$ cat src/hw/lmem_defines.svh
// constants for the local memory cycle signalling block
// assumes inclusion by bare name from hw/ sources
`ifndef LMEM_DEFINES_SVH
`define LMEM_DEFINES_SVH
// row-time cycle type codes
`define ST_ROW_READ 6'h00
`define ST_ROW_WRITE 6'h01
`define ST_ROW_REFRESH 6'h02
`define ST_ROW_DEACT 6'h03
`define ST_ROW_PDT_READ 6'h04
`define ST_ROW_PDT_WRITE 6'h05
`define ST_ROW_FRAME0 6'h10
`define ST_ROW_FRAME1 6'h14
`define ST_ROW_PT_READ 6'h1c
`define ST_ROW_PT_WRITE 6'h1d
`define ST_IDLE 6'h1f
// column-time requester codes
`define ST_COL_PPU_BASE 6'h00
`define ST_COL_MPU_BASE 6'h10
`define ST_COL_MPU_URGENT 6'h12
`define ST_COL_MPU_ICACHE 6'h16
`define ST_COL_MPU_DEA 6'h18
`define ST_COL_MPU_DCACHE 6'h1a
`define ST_COL_FRAME0 6'h1c
`define ST_COL_REFRESH 6'h1e
`define ST_COL_DRAIN 6'h3f
// column address shift amounts
`define SH_NONE 5'h00
`define SH_8 5'h08
`define SH_9 5'h09
`define SH_10 5'h0a
`define SH_11 5'h0b
`define SH_12 5'h0c
`define SH_13 5'h0d
`define SH_14 5'h0e
// bus width selects
`define BW_8 2'h0
`define BW_16 2'h1
`define BW_32 2'h2
`define BW_64 2'h3
`define BYTES_8 4'h1
`define BYTES_16 4'h2
`define BYTES_32 4'h4
`define BYTES_64 4'h8
`endif

$ cat src/hw/lmem_pkg.sv
// types for the local memory cycle signalling block
// assumes lmem_defines.svh is available for the constants
`default_nettype none
package lmem_pkg;
  // access kinds offered by the requester
  typedef enum logic [3:0] {
    K_READ = 4'h0,
    K_WRITE = 4'h1,
    K_REFRESH = 4'h2,
    K_DEACT = 4'h3,
    K_PDT_READ = 4'h4,
    K_PDT_WRITE = 4'h5,
    K_FRAME = 4'h6,
    K_DRAIN = 4'h7
  } kind_t;
  // requesting unit classes
  typedef enum logic [1:0] {
    U_PPU = 2'h0,
    U_MPU = 2'h1,
    U_OTHER = 2'h2
  } unit_t;
  // one access request from the transfer logic
  typedef struct packed {
    kind_t kind;
    unit_t unit;
    logic [1:0] ppu_num;
    logic [1:0] sub;
    logic [2:0] mpu_cls;
    logic hi_mode;
    logic frame_sel;
    logic [31:0] addr;
    logic [3:0] nbytes;
    logic [63:0] wdata;
  } req_t;
  // row-time strap inputs from the bank decode logic
  typedef struct packed {
    logic [2:0] row_col_shift_select;
    logic [1:0] bus_width_select;
    logic [2:0] cycle_timing_code;
    logic [3:0] page_size_select;
    logic user_timing_input;
  } straps_t;
  // cycle phase states
  typedef enum logic [4:0] {
    S_IDLE = 5'b00001,
    S_ROW1 = 5'b00010,
    S_ROW2 = 5'b00100,
    S_COL = 5'b01000,
    S_DONE = 5'b10000
  } state_t;
endpackage
`default_nettype wire

$ cat src/hw/lmem_cycle.sv
// local memory cycle signalling: status codes, address mux, bus sizing
// assumes straps come from external logic off this clock; requests same clock
`include "lmem_defines.svh"
`default_nettype none
module lmem_cycle
  import lmem_pkg::*;
(
  input wire logic i_mclk,
  input wire logic i_nrst,
  input wire logic i_req_valid,
  input wire req_t i_req,
  input wire logic i_big_endian,
  input wire straps_t i_straps,
  output logic o_req_ready,
  output logic [5:0] o_status,
  output logic [31:0] o_addr,
  output logic [63:0] o_data,
  output logic [7:0] o_col_strobe_n,
  output logic o_row_latch_strobe,
  output logic o_row_phase,
  output logic o_col_phase,
  output logic [2:0] o_cycle_timing,
  output logic o_sdram_timing,
  output logic o_sdram_interleaved,
  output logic o_cas_latency3,
  output logic o_done
);

  // ----------------------------------------
  // strap synchronisers
  // ----------------------------------------
  straps_t strap_meta_reg; // first stage, read only by second
  straps_t strap_sync_reg; // second stage
  // two flops before use
  always_ff @(posedge i_mclk or negedge i_nrst) begin
    if (!i_nrst) begin
      strap_meta_reg <= '0;
      strap_sync_reg <= '0;
    end else begin
      strap_meta_reg <= i_straps;
      strap_sync_reg <= strap_meta_reg;
    end
  end

  // ----------------------------------------
  // state and captured request
  // ----------------------------------------
  state_t state_reg; // cycle phase
  state_t state_next;
  req_t req_reg; // request in progress
  straps_t cap_reg; // straps latched at row time
  logic [3:0] left_reg; // bytes still to move
  logic [31:0] cur_addr_reg; // address of current column
  logic [3:0] width_bytes; // bytes per column for captured width
  logic [3:0] step; // bytes moved this column
  logic [4:0] shift; // column shift amount
  logic [3:0] total_bytes; // bytes of the whole access, zero meaning eight
  straps_t col_straps; // straps for the column address
  req_t src_req; // request whose row code is shown
  logic [31:0] col_base; // logical address of the column being driven
  logic [31:0] col_shifted; // column address moved up onto the pins

  // accept only when idle
  assign o_req_ready = (state_reg == S_IDLE);
  // row code must describe the access from its first row cycle
  assign src_req = (state_reg == S_IDLE) ? i_req : req_reg;
  // a zero count asks for a whole eight-byte word
  assign total_bytes = (req_reg.nbytes == 4'h0) ? `BYTES_64 : req_reg.nbytes;
  // first column address needs the straps being captured now
  assign col_straps = (state_reg == S_ROW2) ? strap_sync_reg : cap_reg;

  // next state
  always_comb begin
    state_next = state_reg;
    case (state_reg)
      S_IDLE: begin
        if (i_req_valid) begin
          state_next = S_ROW1;
        end
      end
      S_ROW1: begin
        state_next = S_ROW2;
      end
      S_ROW2: begin
        state_next = S_COL;
      end
      S_COL: begin
        if (left_reg <= step) begin
          state_next = S_DONE;
        end
      end
      S_DONE: begin
        state_next = S_IDLE;
      end
      default: begin
        state_next = S_IDLE;
      end
    endcase
  end

  // state register
  always_ff @(posedge i_mclk or negedge i_nrst) begin
    if (!i_nrst) begin
      state_reg <= S_IDLE;
    end else begin
      state_reg <= state_next;
    end
  end

  // request capture
  always_ff @(posedge i_mclk or negedge i_nrst) begin
    if (!i_nrst) begin
      req_reg <= '0;
    end else if (state_reg == S_IDLE && i_req_valid) begin
      req_reg <= i_req;
    end
  end

  // strap capture
  always_ff @(posedge i_mclk or negedge i_nrst) begin
    if (!i_nrst) begin
      cap_reg <= '0;
    end else if (state_reg == S_ROW2) begin
      cap_reg <= strap_sync_reg;
    end
  end

  // bytes per column
  always_comb begin
    width_bytes = `BYTES_64;
    case (cap_reg.bus_width_select)
      `BW_8: width_bytes = `BYTES_8;
      `BW_16: width_bytes = `BYTES_16;
      `BW_32: width_bytes = `BYTES_32;
      default: width_bytes = `BYTES_64;
    endcase
  end
  assign step = (left_reg < width_bytes) ? left_reg : width_bytes;

  // byte count and column address
  always_ff @(posedge i_mclk or negedge i_nrst) begin
    if (!i_nrst) begin
      left_reg <= '0;
      cur_addr_reg <= '0;
    end else if (state_reg == S_ROW1) begin
      left_reg <= total_bytes;
      cur_addr_reg <= req_reg.addr;
    end else if (state_reg == S_COL) begin
      left_reg <= left_reg - step;
      cur_addr_reg <= cur_addr_reg + {28'h000_0000, step};
    end
  end

  // ----------------------------------------
  // status codes
  // ----------------------------------------
  logic [5:0] row_code;
  logic [5:0] col_code;

  // row-time cycle type
  always_comb begin
    row_code = `ST_IDLE;
    case (src_req.kind)
      K_READ: row_code = (src_req.unit == U_OTHER) ? `ST_ROW_PT_READ : `ST_ROW_READ;
      K_WRITE: row_code = (src_req.unit == U_OTHER) ? `ST_ROW_PT_WRITE : `ST_ROW_WRITE;
      K_REFRESH: row_code = `ST_ROW_REFRESH;
      K_DEACT: row_code = `ST_ROW_DEACT;
      K_PDT_READ: row_code = `ST_ROW_PDT_READ;
      K_PDT_WRITE: row_code = `ST_ROW_PDT_WRITE;
      // frame transfers, low bits pick type
      K_FRAME: row_code = (src_req.frame_sel ? `ST_ROW_FRAME1 : `ST_ROW_FRAME0)
                          | {4'h0, src_req.sub};
      K_DRAIN: row_code = `ST_ROW_WRITE;
      default: row_code = `ST_IDLE;
    endcase
  end

  // column-time requester code
  always_comb begin
    col_code = `ST_IDLE;
    if (req_reg.kind == K_DRAIN || req_reg.kind == K_DEACT) begin
      col_code = `ST_COL_DRAIN;
    end else if (req_reg.kind == K_REFRESH) begin
      col_code = `ST_COL_REFRESH;
    end else if (req_reg.kind == K_FRAME) begin
      col_code = `ST_COL_FRAME0 | {5'h00, req_reg.frame_sel};
    end else if (req_reg.unit == U_PPU) begin
      col_code = `ST_COL_PPU_BASE | {2'h0, req_reg.ppu_num, req_reg.sub};
    end else if (req_reg.unit == U_MPU) begin
      case (req_reg.mpu_cls)
        3'h0: col_code = `ST_COL_MPU_BASE;
        3'h1: col_code = `ST_COL_MPU_BASE | 6'h01;
        3'h2: col_code = `ST_COL_MPU_URGENT | {5'h00, req_reg.hi_mode};
        // pairs, higher code in high mode
        3'h3: col_code = `ST_COL_MPU_ICACHE | {5'h00, req_reg.hi_mode};
        3'h4: col_code = `ST_COL_MPU_DEA | {5'h00, req_reg.hi_mode};
        3'h5: col_code = `ST_COL_MPU_DCACHE | {5'h00, req_reg.hi_mode};
        default: col_code = `ST_IDLE;
      endcase
    end
  end

  // status output register
  always_ff @(posedge i_mclk or negedge i_nrst) begin
    if (!i_nrst) begin
      o_status <= `ST_IDLE;
    end else begin
      case (state_next)
        S_ROW1, S_ROW2: o_status <= row_code;
        S_COL: o_status <= col_code;
        default: o_status <= `ST_IDLE;
      endcase
    end
  end

  // ----------------------------------------
  // address multiplexing
  // ----------------------------------------
  always_comb begin
    shift = `SH_NONE;
    case (col_straps.row_col_shift_select)
      3'h0: shift = `SH_NONE;
      3'h1: shift = `SH_8;
      3'h2: shift = `SH_9;
      3'h3: shift = `SH_11;
      3'h4: shift = `SH_10;
      3'h5: shift = `SH_12;
      3'h6: shift = `SH_13;
      default: shift = `SH_14;
    endcase
  end

  // next column address while columns repeat
  assign col_base = (state_reg == S_COL) ? cur_addr_reg + {28'h000_0000, step}
                                         : cur_addr_reg;
  // logical address moves up onto the pins
  assign col_shifted = col_base << shift;

  // address output
  always_ff @(posedge i_mclk or negedge i_nrst) begin
    if (!i_nrst) begin
      o_addr <= '0;
    end else if (state_next == S_ROW1) begin
      // whole byte address from first row cycle
      o_addr <= i_req.addr;
    end else if (state_next == S_COL) begin
      o_addr <= {col_shifted[31:3], col_base[2:0]};
    end
  end

  // ----------------------------------------
  // byte lanes and data alignment
  // ----------------------------------------
  logic [7:0] lane_mask;
  logic [5:0] lane_base; // first active lane index times eight
  logic [2:0] first_lane;

  // lane selection by width and endianness
  always_comb begin
    lane_mask = 8'hff;
    first_lane = 3'h0;
    case (cap_reg.bus_width_select)
      `BW_8: begin
        lane_mask = i_big_endian ? 8'h80 : 8'h01;
        first_lane = i_big_endian ? 3'h7 : 3'h0;
      end
      `BW_16: begin
        lane_mask = i_big_endian ? 8'hc0 : 8'h03;
        first_lane = i_big_endian ? 3'h6 : 3'h0;
      end
      `BW_32: begin
        lane_mask = i_big_endian ? 8'hf0 : 8'h0f;
        first_lane = i_big_endian ? 3'h4 : 3'h0;
      end
      default: begin
        lane_mask = 8'hff;
        first_lane = 3'h0;
      end
    endcase
  end
  assign lane_base = {first_lane, 3'h0};

  logic [3:0] done_bytes; // bytes already moved
  logic [63:0] shifted_data;
  logic [7:0] valid_bytes;
  assign done_bytes = total_bytes - left_reg;
  assign shifted_data = (req_reg.wdata >> {done_bytes, 3'h0}) << lane_base;
  assign valid_bytes = (8'hff >> (4'h8 - step)) << first_lane;

  // data and strobes
  always_ff @(posedge i_mclk or negedge i_nrst) begin
    if (!i_nrst) begin
      o_data <= '0;
      o_col_strobe_n <= 8'hff;
    end else if (state_reg == S_COL) begin
      // align and strobe only valid bytes
      o_data <= shifted_data;
      o_col_strobe_n <= ~(valid_bytes & lane_mask);
    end else begin
      o_col_strobe_n <= 8'hff;
    end
  end

  // ----------------------------------------
  // phase flags and timing decode
  // ----------------------------------------
  always_ff @(posedge i_mclk or negedge i_nrst) begin
    if (!i_nrst) begin
      o_row_latch_strobe <= 1'b0;
      o_row_phase <= 1'b0;
      o_col_phase <= 1'b0;
      o_done <= 1'b0;
    end else begin
      // latch strobe in second row state
      o_row_latch_strobe <= (state_next == S_ROW2);
      o_row_phase <= (state_next == S_ROW1) || (state_next == S_ROW2);
      o_col_phase <= (state_next == S_COL);
      o_done <= (state_next == S_DONE);
    end
  end

  // timing decode from captured code
  // sdram modes and latency
  assign o_cycle_timing = cap_reg.cycle_timing_code;
  assign o_sdram_timing = ~cap_reg.cycle_timing_code[2];
  assign o_sdram_interleaved = ~cap_reg.cycle_timing_code[2] & cap_reg.cycle_timing_code[1];
  assign o_cas_latency3 = ~cap_reg.cycle_timing_code[2] & cap_reg.cycle_timing_code[0];

endmodule
`default_nettype wire

$ cat config.mk
export PLATFORM = sky130hd
export DESIGN_NAME = lmem_cycle
export DESIGN_NICKNAME = d
export VERILOG_FILES = /design/src/hw/lmem_pkg.sv /design/src/hw/lmem_cycle.sv
export VERILOG_INCLUDE_DIRS = /design/src /design/src/hw
export SDC_FILE = /design/constraint.sdc
export NUM_CORES = 1
export LEC_CHECK = 0
export BUFFER_PORTS_ARGS = -buffer_cell sky130_fd_sc_hd__buf_2
export CORE_UTILIZATION = 47
export DETAILED_ROUTE_END_ITERATION = 10
export PLACE_DENSITY = 0.77
export SYNTH_ARGS = -nofsm -noshare
export SYNTH_HDL_FRONTEND = slang
export SYNTH_SLANG_ARGS = --single-unit
$ cat constraint.sdc
create_clock -name i_mclk -period 5.23 [get_ports i_mclk]
set_input_delay 0.7845 -clock i_mclk [delete_from_list [all_inputs] [get_ports i_mclk]]
set_output_delay 0.7845 -clock i_mclk [all_outputs]
set_load 0.1 [all_outputs]
[Word level (Yosys, flattened, before mapping)]
Index checks and enable logic that the tools add are counted.
W data, S select, Z words.
Storage, ports and cells
  word-level logic and storage cells: 134
  memory bits (writable): 0
  bits of input ports: 132
  flip-flop bits (word level): 309
  output and inout bits: 121
  bits in latches: 0
  memories kept: 0
  ROM bits: 0
Operators by class
  multiplexer cells: 35
  shift operators: 5
  equal/unequal tests: 34
  bitwise gates (word level): 6
  divide/modulo/power cells: 0
  $mul: 0
  reduce and logical (&&, ||, !) cells: 12
  magnitude comparators: 2
  add/subtract/negate cells: 4
Operators by type and width (count)
  $mux W32: 4
  $mux W115: 1
  $shl A64 B6 Y64: 1
  $shr A64 B7 Y64: 1
  $pmux W5 S8: 1
  $mux W5: 7
  $add A32 B4 Y32: 1
  $mux W8: 4
  $shl A32 B5 Y32: 1
  $pmux W4 S7: 1
  $eq A4 B3 Y1 const B: 6
  $pmux W4 S6: 1
  $pmux W8 S3: 1
  $mux W4: 5
  $pmux W5 S4: 1
  $eq A4 B2 Y1 const B: 4
  $eq A3 B3 Y1 const B: 5
  $mux W13: 1
  $eq A3 B2 Y1 const B: 4
  $mux W3: 4
  $pmux W4 S3: 1
  $pmux W6 S2: 1
  $eq A5 B2 Y1 const B: 2
  $eq A5 B3 Y1 const B: 2
  other kinds (27): 38

[Depth between registers and ports, before layout]
Gate-level depths: netlist of the first run.
  depth after elaboration: 10
  mapped depth: 21

[Least setup slack after synthesis of the first run]
OpenSTA, ideal clock, no wires.
  kind: reg2reg
  start: register cap_reg[9] in the netlist's numbering
  end: register o_addr[20]
  setup slack: 0.909 ns
  period minus slack after synthesis: 4.321 ns
  setup time: 0.141 ns
  buffers on the path: 1
  arrival: 4.181 ns
  required time: 5.089 ns
  cell stages (with the launch flop): 20
  path through: dfrtp_1 -> clkbuf_1 -> nor2b_1 -> inv_1 -> ha_1 -> o31a_1 -> o21ai_0 -> nand2b_1 -> a21oi_1 -> nand2_1 -> o21ai_0 -> inv_1 -> fa_1 -> nand2b_1 -> a21oi_1 -> nand3_1 -> a2111oi_1 -> nor3_1 -> a211oi_1 -> o2111ai_1
On the way
  word-level cells in the longest chain between the ends: 9
  elaborated cells on any way between the ends: 17
  those cells by class: add/sub: 1; order compare: 2; eq/ne: 4; shift: 1; mux: 7; reduce/logical: 2
Ends and longest elaborated chain
  start: declaration: RTL line lmem_cycle.sv:51  | straps_t cap_reg;
  start signal: assignment: RTL line lmem_cycle.sv:124  | cap_reg <= strap_sync_reg;
  $eq A2 B2 Y1 (tied with other cells): RTL line lmem_cycle.sv:131  | case (cap_reg.bus_width_select)
  $pmux W4 S3 *: RTL line lmem_cycle.sv:131
  $lt A4 B4 Y1: RTL line lmem_cycle.sv:138  | assign step = (left_reg < width_bytes) ? left_reg : width_bytes;
  $mux W4 *: RTL line lmem_cycle.sv:138
  $add A32 B4 Y32 or $le A4 B4 Y1 (tied branches): RTL line lmem_cycle.sv:234, lmem_cycle.sv:88
  $mux W32 or $mux W5 (tied branches): RTL line lmem_cycle.sv:234, lmem_cycle.sv:88
  $shl A32 B5 Y32 or $pmux W5 S4 (tied branches): RTL line lmem_cycle.sv:237, lmem_cycle.sv:75
  $mux W32 (tied with other cells): RTL line lmem_cycle.sv:246  | end else if (state_next == S_COL) begin
  $mux W32 or $reduce_bool A2 Y1 (tied branches)
  end signal: assignment: RTL line lmem_cycle.sv:245  | o_addr <= i_req.addr;
  end signal: assignment: RTL line lmem_cycle.sv:247  | o_addr <= {col_shifted[31:3], col_base[2:0]};
  end: declaration: RTL line lmem_cycle.sv:16  | output logic [31:0] o_addr,
Every way passes the cells marked *; elsewhere a longest branch is shown, timed or not. The select of a mux whose other input is x is not followed.
A chain may end at the register's enable or synchronous reset.

[Final worst setup path of the first run]
  start: register cap_reg[9] in the netlist's numbering
  end: register o_addr[18]
Same word-level chain as after synthesis.

==> key figures, run 1 <==
Clock network
  – Hold_buf cts: 0
  – Clk buf depth: 3
  – Setup repair bufs after CTS: 0
  – CTS tree: built
  – Clk root buf: clkbuf_16
  – CTS H-tree lvls: 2
  – Clock buffer count from CTS: 35
  – Clock Sinks: 294
  – Clock Latency Late Sink: 0.53 ns
  – Worst-path clk slew: ~0.060 ns

Timing
  – Setup-failing EPs final: 0
  – Final Hold Vio Count: 0
  – Tmin final: 4.818 ns
  – Setup TNS: 0 ns
  – Setup Skew: 0.01976 ns
  – Measured slew at the worst slew-check pin: 1.060 ns
  – Fin. max-slew vios: 0
  – RSZ-0062 raised after global routing: false
  – Slew headroom: 29.18%
  – Fmax: ~210 MHz
  – Tcrit/Tclk final: 92.12%

Worst setup path
  – Startpoint Class: register
  – CP dominant cell by count: o21ai_0
  – Reg2reg end: o_addr[18]$_DFFE_PN0P_
  – CP Class: reg2reg
  – Crit path cell chain: nor2b_1 -> inv_1 -> ha_1 -> o31a_1 -> o21ai_0 -> nand2b_1 -> a21oi_2 -> nand2_1 -> o21ai_0 -> inv_1 -> ha_1 -> nand4b_1 -> o21ai_0 -> o21a_1 -> clkinv_1 -> nor2_1 -> buf_4 -> a21oi_1 -> a31oi_1
  – Worst Path Arrival: 5.26 ns
  – Critical Path Sink Type: register
  – Crit Path Max Fanout: 9
  – Worst Path Required: ~5.7 ns
  – Worst R2R Start: cap_reg[9]$_DFFE_PN0P_
  – Worst reg-to-reg setup slack: 0.41 ns
  – Worst path max stage delay: 0.59 ns
  – Worst Reg-to-Reg Cells: 19
  – Crit-path slowest cell: nor2_1

Floorplan
  – Die footprint: 0.03532 mm²
  – Die Wd: 187.9 µm
  – I/O pin cnt: 253
  – Initial Util: between 40% and 50%
  – Height of the chip: 187.9 µm
  – FP Rows: 67
  – Core footprint: 0.03378 mm²

Detailed routing
  – Vias after detailed routing: 15099
  – Wire length on met3: approximately 5.6 mm
  – Routed len/inst: ~21 µm
  – # DRC: 0
  – Max layer used: met5
  – WL met1: 23.32 mm
  – Iteration count of the initial detailed-routing pass: 6
  – Number of DRC markers in iteration 0: 1465
  – Detail Route Antenna Nets: 0
  – Wire length on met2: 22.97 mm
  – Via density: 6.013
  – Routed wire length: 53.37 mm

Finish
  – Fillers: 3060
  – Max reg flops: 115
  – Syn-to-layout area delta: 18.45%
  – Area occupied by multi-input gates: 0.008324 mm²
  – Nets@finish: 2186
  – Layout cell share with drive strength beyond 1: 22.17%
  – Sequential Area: 0.007375 mm²

Min path
  – HP Class: in2async

Logic synthesis
  – Post-synth net total: 1979
  – Post-synth EDFFs: 0
  – Sequential area share after synthesis: 45.39%
  – Synth Flop Type: dfrtp_1
  – Mapped Cells: 1825
  – #FFs+latches synth: 294
  – Async set-reset flop share out of synthesis: 100.0%
  – Cell variety after synth: 84
  – Syn Std Cell Area: 0.01625 mm²
  – Mean Syn Cell Area: 8.902 µm²
  – Yosys warning total: 0

Run
  – Max_cap viols: 0

Outcome
  – Status: finished, final reports clean

Placement
  – Placer Congestion: ~1.0
  – Port bufs: 247
  – DP HPWL: 38.52 mm

GRT
  – Initial antenna violation count: 19
  – Total grt overflow: 0
  – Largest net degree at the start of global routing: 113
  – First-pass GRT wire length: 83.00 mm
  – Vias in the first global route: 14332
  – Tot GR Track Use: approximately 30%
[Yosys cell counts, drive strengths merged (4+ instances only)]
cell type	instances	share of area, %
o41ai	4	0.26
and3	6	0.23
o21a	14	0.65
nor2	117	2.7
nor2b	11	0.42
a221oi	4	0.22
ha	19	1.5
clkbuf	87	2.0
o2bb2ai	9	0.49
mux2	41	2.9
a221o	10	0.62
o22ai	6	0.23
nand3	36	1.1
and2	14	0.54
xor2	17	0.92
nor3	52	1.6
mux4	25	3.5
a21o	8	0.37
a211o	5	0.27
buf	31	0.89
o31ai	12	0.59
a21boi	4	0.18
nand3b	5	0.23
nand2b	11	0.42
or3	8	0.31
o21ai	73	2.2
inv	32	0.74
a22oi	23	1.1
dfrtp	280	43
dfstp	14	2.3
nand4	28	1.1
a31oi	6	0.23
xnor2	16	0.86
and4	4	0.22
mux2i	43	2.6
o211ai	19	0.88
o221ai	21	1.2
a32oi	4	0.22
a211oi	15	0.72
nand2	502	12
a22o	25	1.3
a21oi	112	3.5
nor4	6	0.31
[what timing repair did]
action                     in CTS  in global routing
resized for setup               0                  2
setup endpoints to repair       0                  5
hold endpoints to repair        0                  0
[how the worst max path moves through the flow]
stage	start	to	slack [ns]	cells after the start
6_report	cap_reg[9]$_DFFE_PN0P_	o_addr[18]$_DFFE_PN0P_	0.41	19
3_5_place_dp	cap_reg[9]$_DFFE_PN0P_	o_addr[9]$_DFFE_PN0P_	0.44	20
5_1_grt	cap_reg[9]$_DFFE_PN0P_	o_addr[16]$_DFFE_PN0P_	0.15	19
3_3_place_gp	cap_reg[9]$_DFFE_PN0P_	o_addr[21]$_DFFE_PN0P_	0.57	19
2_1_floorplan	cap_reg[9]$_DFFE_PN0P_	o_addr[20]$_DFFE_PN0P_	0.91	19
4_1_cts	cap_reg[9]$_DFFE_PN0P_	o_addr[9]$_DFFE_PN0P_	0.35	20
[layout make-up]
type	count	share of cell area, %
Antenna cell	6	0.07802
Tap cell	448	2.913
Timing Repair Buffer	288	8.205
Clock buffer	48	5.442
Sequential cell	294	38.32
Multi-Input combinational cell	1379	43.25
Inverter	34	0.6762
Clock inverter	14	1.112
[routing by layer]
| layer | track usage, % | vias up |
|---|---|---|
| met5 | 0 | - |
| met4 | 8.787 | 22 |
| met3 | 9.152 | 101 |
| met2 | 43.32 | 721 |
| met1 | 43.54 | 7386 |
| li1 | - | 6869 |
[layout by cell type (no fill, tap or decap), types with 7 or more instances in the layout]
master     Yosys  layout
mux2_2        40      40
dfstp_2       14      14
a22oi_1       23      23
a21oi_1      112     111
xnor2_1       16      14
xor2_1        17      16
o21ai_1        7       7
mux4_2        25      25
nand4_1       28      28
inv_1         31      31
clkbuf_16      0      37
a22o_1        25      25
a21o_1         8       8
a221o_1       10      10
clkbuf_8       0       8
mux2i_1       43      43
nor3_1        51      51
o211ai_1      19      19
o21ai_0       66      66
o221ai_1      20      20
and2_1        14      14
dfrtp_1      280     280
o31ai_1       11      10
nor2b_1       11      11
ha_1          19      18
buf_4          3      39
o2bb2ai_1      9       9
a211oi_1      14      14
nor2_1       117     117
o21a_1        14      14
nand3_1       35      34
nand2_1      502     500
or3_1          8       8
buf_2         14     246
nand2b_1      11      11
[kinds of logic after synthesis]
group | Yosys count | synth area share, %
simple gates | 815 | 21.69
compound gates | 400 | 16.63
fa+ha+maj | 22 | 1.833
xor+xnor | 33 | 1.779
flops | 294 | 45.39
buf+inv | 152 | 3.689
mux | 109 | 8.980
[through the flow]
stage / std cells / instance area (µm²) / hold WS [ns] / util [%] / worst slack, ns
2_1_floorplan: 1825 / 16250 / 0.3312 / - / 0.9086
3_3_place_gp: 2443 / 17960 / 0.3350 / 53.16 / 0.5703
3_5_place_dp: 2443 / 17960 / 0.3363 / 53.16 / 0.4378
4_1_cts: 2505 / 19220 / 0.2730 / 56.89 / 0.3537
5_1_grt: 2509 / 19240 / 0.2924 / 56.95 / 0.1523
6_report: 2511 / 19240 / 0.2544 / 56.96 / 0.4122
[critical path, delay by kind of cell (launching register included)]
family                   cells  cell delay [ns]
AO/OA/AOI/OAI                8             1.71
flip-flops                   1             0.39
adder cells (fa/ha/maj)      2             0.64
buffers and inverters        4             0.97
AND/OR/NAND/NOR              5             1.03
Power of run 1 is left out: the tool's default activity adds up to more than one toggle a clock period on the data nets, which glitch-free logic cannot reach.
==> run 2: changes to the inputs <==
Settings changed: PLACE_DENSITY 0.77 to 0.68.
==> key figures, run 2 (synthesized netlist as in run 1, its figures left out) <==
Floorplan
  – FP Rows: 67 (unchanged)
  – Height of the chip: 187.9 µm (unchanged)
  – Die footprint: 0.03532 mm² (unchanged)
  – I/O pin cnt: 253 (unchanged)
  – Die Wd: 187.9 µm (unchanged)
  – Initial Util: 48.09% (unchanged)
  – Core footprint: 0.03378 mm² (unchanged)

Worst setup path
  – Worst Path Required: 5.61 ns (-0.06 ns)
  – CP Class: reg2reg
  – Startpoint Class: register
  – Worst Path Arrival: 5.24 ns (-0.02 ns)
  – Crit-path slowest cell: a21oi_1
  – Crit Path Max Fanout: 7 (-2)
  – Worst R2R Start: cap_reg[8]$_DFFE_PN0P_
  – Crit path from: cap_reg[8]$_DFFE_PN0P_
  – Critical Path Sink Type: register
  – Worst path max stage delay: 0.45 ns (-0.14 ns)
  – Worst reg-to-reg setup slack: 0.37 ns (-0.04 ns)
  – Crit path cell chain: nor2b_1 -> inv_1 -> ha_1 -> o31a_1 -> o21ai_0 -> nand2b_1 -> a21oi_1 -> nand2_1 -> o21ai_0 -> inv_1 -> fa_1 -> nand2b_1 -> a21o_1 -> nor3_1 -> xnor2_1 -> mux2i_1 -> mux2_2 -> a22oi_1 -> a41oi_1

Timing
  – Tmin final: 4.860 ns (+0.04178 ns)
  – Setup Skew: 0.01583 ns (-0.003933 ns)
  – Setup-failing EPs final: 0 (unchanged)
  – Fin. max-slew vios: 0 (unchanged)
  – Measured slew at the worst slew-check pin: 0.9914 ns (-0.06835 ns)
  – Final Hold Vio Count: 0 (unchanged)
  – Setup TNS: 0 ns (unchanged)
  – RSZ-0062 raised after global routing: false
  – Tcrit/Tclk final: 92.92% (+0.80 points)
  – Fmax: 205.8 MHz (-0.86%)
  – Slew headroom: 33.91% (+4.7 points)

Clock network
  – Clk root buf: clkbuf_16
  – CTS tree: built
  – Clock Latency Late Sink: 0.52 ns (about the same)
  – Clock buffer count from CTS: 34 (-2.9%)
  – Clk buf depth: 3 (unchanged)
  – Hold_buf cts: 0 (unchanged)
  – CTS H-tree lvls: 2 (unchanged)
  – Clock Sinks: 294 (unchanged)
  – Worst-path clk slew: 0.06 ns (about the same)

Finish
  – Layout cell share with drive strength beyond 1: 21.66% (-0.51 points)
  – Fillers: 3083 (+0.75%)
  – Most common cell after layout, fill and taps aside: nand2_1
  – Area occupied by multi-input gates: 0.008320 mm² (about the same)
  – Most frequent cells in the layout: nand2_1 (500), dfrtp_1 (280), buf_2 (246)
  – Sequential Area: 0.007375 mm² (unchanged)
  – Nets@finish: 2181 (-0.23%)
  – Max reg flops: 115 (unchanged)
  – Syn-to-layout area delta: 17.59%

Detailed routing
  – Routed len/inst: 21.21 µm (-0.23%)
  – # DRC: 0 (unchanged)
  – Number of DRC markers in iteration 0: 1654 (+13%)
  – Via density: 5.942 (-1.2%)
  – Routed wire length: 53.02 mm (-0.67%)
  – Vias after detailed routing: 14854 (-1.6%)
  – Detail Route Antenna Nets: 0 (unchanged)
  – Iteration count of the initial detailed-routing pass: 6 (unchanged)

Placement
  – DP HPWL: 38.64 mm (+0.31%)
  – Placer Congestion: 0.9717 (-2.4%)
  – Port bufs: 247 (unchanged)

Outcome
  – Status: finished, final reports clean

GRT
  – Tot GR Track Use: 29.97% (-0.14 points)
  – Largest net degree at the start of global routing: 123 (+8.8%)
  – Vias in the first global route: 13899 (-3.0%)
  – Initial antenna violation count: 11 (-8)
  – First-pass GRT wire length: 82.46 mm (-0.65%)
  – Total grt overflow: 0 (unchanged)

Run
  – Max_cap viols: 0 (unchanged)

Min path
  – HP Class: in2async
[run 2: through the flow]
step / util (%) / instances / cell area, µm² / hold WS, ns / setup WS, ns
floorplan: - / 1825 / 16250 / 0.3312 / 0.9086
global placement: 53.11 / 2439 / 17940 / 0.3352 / 0.4870
detailed placement: 53.11 / 2439 / 17940 / 0.3364 / 0.3728
CTS: 56.52 / 2498 / 19090 / 0.3478 / 0.3410
global route: 56.53 / 2498 / 19100 / 0.3546 / 0.003411
finish: 56.55 / 2500 / 19100 / 0.3278 / 0.3704
[run 2: final cells by class]
cell class / instances / share of cell area [%]
inverter: 34 / 0.6811
timing repair buffer: 284 / 8.173
multi-input combinational: 1379 / 43.55
antenna: 2 / 0.02620
clock inverter: 10 / 0.6877
clock buffer: 49 / 5.344
sequential: 294 / 38.60
tap: 448 / 2.934
[run 2: layer usage]
| layer | vias to the layer above | share of wire [%] | global-route usage (%) |
|---|---|---|---|
| met5 | - | 0.20 | 0 |
| met4 | 16 | 2.5 | 8.412 |
| met3 | 100 | 9.3 | 6.607 |
| met2 | 712 | 42 | 41.74 |
| met1 | 7176 | 46 | 46.25 |
| li1 | 6850 | - | - |
[run 2: final timing paths]
path / to / cells past startpoint
max in group asynchronous: o_data[19]$_DFFE_PN0N_ / 2
max: o_addr[21]$_DFFE_PN0P_ / 19
max reg2reg: o_addr[21]$_DFFE_PN0P_ / 19
min in group i_mclk: strap_sync_reg[12]$_DFF_PN0_ / 0
min reg2reg: strap_sync_reg[12]$_DFF_PN0_ / 0
min: o_row_latch_strobe$_DFF_PN0_ / 1
[run 2: repair_timing]
| item | 4_1_cts | 5_1_grt |
|---|---|---|
| gates resized for setup | 0 | 1 |
| setup endpoints to repair | 0 | 2 |
| setup buffers | 0 | 0 |
[run 2: critical path, delay by kind of cell (launching register included)]
family	cells	cell delay [ns]
AND/OR/NAND/NOR	5	0.78
AO/OA/AOI/OAI	7	1.65
adder cells (fa/ha/maj)	2	0.69
multiplexers	2	0.49
flip-flops	1	0.38
buffers and inverters	2	0.35
XOR/XNOR	1	0.37
Power of run 2 is left out for the same reason.
==> run 3: changes to the inputs <==
Settings changed: BUFFER_PORTS_ARGS -buffer_cell sky130_fd_sc_hd__buf_2 to -buffer_cell sky130_fd_sc_hd__buf_4.
==> key figures, run 3 (synthesized netlist as in run 1, its figures left out) <==
Outcome
  – Status: finished, final reports clean

Timing
  – Setup TNS: 0 ns (unchanged)
  – Setup-failing EPs final: 0 (unchanged)
  – Setup ws final: 0.5369 ns (+0.1665 ns)
  – Slew headroom: 29.43% (-4.5 points)
  – RSZ-0062 raised after global routing: false
  – Measured slew at the worst slew-check pin: 1.058 ns (+0.06623 ns)
  – Tmin final: 4.693 ns (-0.1665 ns)
  – Fmax: 213.1 MHz (+3.5%)
  – Setup Skew: 0.008772 ns (-0.007055 ns)
  – Tcrit/Tclk final: 89.73% (-3.2 points)
  – Final Hold Vio Count: 0 (unchanged)
  – Fin. max-slew vios: 0 (unchanged)

Finish
  – Syn-to-layout area delta: 21.99%
  – Most common cell after layout, fill and taps aside: nand2_1
  – Fillers: 2988 (-3.1%)
  – Utilization after layout: 58.66% (+2.1 points)
  – Nets@finish: 2187 (+0.28%)
  – Max reg flops: 115 (unchanged)
  – Layout cell share with drive strength beyond 1: 21.97% (+0.32 points)
  – Most frequent cells in the layout: nand2_1 (500), buf_4 (286), dfrtp_1 (280)

Floorplan
  – Height of the chip: 187.9 µm (unchanged)
  – FP Rows: 67 (unchanged)
  – Core footprint: 0.03378 mm² (unchanged)
  – Die Wd: 187.9 µm (unchanged)
  – Die footprint: 0.03532 mm² (unchanged)
  – I/O pin cnt: 253 (unchanged)
  – Initial Util: 48.09% (unchanged)

Detailed routing
  – # DRC: 0 (unchanged)
  – Via density: 5.965 (+0.40%)
  – Routed len/inst: 21.78 µm (+2.7%)
  – Number of DRC markers in iteration 0: 1766 (+6.8%)
  – Detail Route Antenna Nets: 0 (unchanged)
  – Iteration count of the initial detailed-routing pass: 5 (-1)
  – Routed wire length: 54.59 mm (+3.0%)
  – Vias after detailed routing: 14949 (+0.64%)

Placement
  – DP HPWL: 39.80 mm (+3.0%)
  – Port bufs: 247 (unchanged)
  – Placer Congestion: 0.9871 (+1.6%)
  – Pre-CTS setup slack: 0.7446 ns (+0.3718 ns)

Worst setup path
  – Worst reg-to-reg setup slack: 0.54 ns (+0.17 ns)
  – Worst Reg-to-Reg Cells: 21 (+2)
  – Worst Path Required: 5.66 ns (+0.05 ns)
  – CP Class: reg2reg
  – Crit Path Max Fanout: 8 (+1)
  – Worst Path Arrival: 5.12 ns (-0.12 ns)
  – Worst R2R Start: cap_reg[8]$_DFFE_PN0P_
  – Crit path from: cap_reg[8]$_DFFE_PN0P_
  – Reg2reg end: o_addr[16]$_DFFE_PN0P_
  – Startpoint Class: register
  – Critical Path Sink Type: register
  – Crit path to: o_addr[16]$_DFFE_PN0P_

Clock network
  – CTS H-tree lvls: 2 (unchanged)
  – Hold_buf cts: 0 (unchanged)
  – CTS tree: built
  – Clock Latency Late Sink: 0.52 ns (about the same)
  – Resize count post-CTS: 0 (unchanged)
  – Clock Sinks: 294 (unchanged)
  – Setup repair bufs after CTS: 0 (unchanged)
  – Worst-path clk slew: 0.06 ns (about the same)
  – Clock buffer count from CTS: 35 (+2.9%)
  – Clk root buf: clkbuf_16
  – Clk buf depth: 3 (unchanged)

GRT
  – Initial antenna violation count: 2 (-9)
  – First-pass GRT wire length: 84.86 mm (+2.9%)
  – Vias in the first global route: 14474 (+4.1%)
  – Tot GR Track Use: 30.92% (+0.95 points)
  – Largest net degree at the start of global routing: 119 (-3.3%)
  – Total grt overflow: 0 (unchanged)

Min path
  – HP Class: reg2reg

Run
  – Max_cap viols: 0 (unchanged)
-- run 3: cell types whose count changed in the layout (fill, tap and decap cells not counted), moves of 3 or more --
| cell | previous run | this run |
|---|---|---|
| bufinv_16 | 3 | 6 |
| buf_2 | 246 | 0 |
| buf_4 | 34 | 286 |
| clkbuf_1 | 7 | 4 |
-- run 3: metal layers --
layer / vias up / global-route usage (%) / routed length [µm]
li1: 6858 / - / -
met1: 7260 / 46.09 / 24740
met2: 732 / 43.46 / 22740
met3: 99 / 8.085 / 5544
met4: 0 / 9.787 / 1569
met5: - / 0 / 0
-- run 3: per-stage QoR --
step / instance area, µm² / instances / hold WS (ns)
after floorplan: 16250 / 1825 / 0.3312
after global placement: 18580 / 2444 / 0.3356
after detailed placement: 18580 / 2444 / 0.3355
after CTS: 19820 / 2505 / 0.3494
after global routing: 19820 / 2505 / 0.3513
final: 19820 / 2506 / 0.3489
-- run 3: worst min path at each step --
stage,startpoint,end,slack [ns],cells after the start
global route,strap_meta_reg[11]$_DFF_PN0_,strap_sync_reg[11]$_DFF_PN0_,0.35,0
finish,strap_meta_reg[11]$_DFF_PN0_,strap_sync_reg[11]$_DFF_PN0_,0.35,0
CTS,strap_meta_reg[11]$_DFF_PN0_,strap_sync_reg[11]$_DFF_PN0_,0.35,0
global placement,strap_meta_reg[11]$_DFF_PN0_,strap_sync_reg[11]$_DFF_PN0_,0.34,0
floorplan,strap_meta_reg[10]$_DFF_PN0_,strap_sync_reg[10]$_DFF_PN0_,0.33,0
detailed placement,strap_meta_reg[11]$_DFF_PN0_,strap_sync_reg[11]$_DFF_PN0_,0.34,0
-- run 3: cell type report --
cell class | count | area [µm²] | share of cell area, %
Sequential cell | 294 | 7375 | 37.21
Tap cell | 448 | 560.5 | 2.828
Clock buffer | 45 | 996.0 | 5.025
Timing Repair Buffer | 289 | 2202 | 11.11
Antenna cell | 1 | 2.502 | 0.01263
Inverter | 34 | 130.1 | 0.6566
Multi-Input combinational cell | 1379 | 8315 | 41.96
Clock inverter | 16 | 237.7 | 1.199
-- run 3: critical path, cell delays in order (launching register included) --
cell      delay, ns
dfrtp_1        0.37
nor2b_1        0.13
inv_1          0.14
ha_1           0.25
o31a_1         0.11
o21ai_0        0.15
nand2b_1       0.08
a21oi_1        0.15
buf_4          0.16
a21o_1         0.21
ha_1           0.23
inv_1          0.07
fa_1           0.38
nand2b_1       0.20
a21oi_1        0.21
buf_4          0.23
nand3_1        0.10
xor2_1         0.19
mux2_2         0.30
mux2i_1        0.53
a22oi_1        0.18
a41oi_1        0.22
Power of run 3 is left out for the same reason.
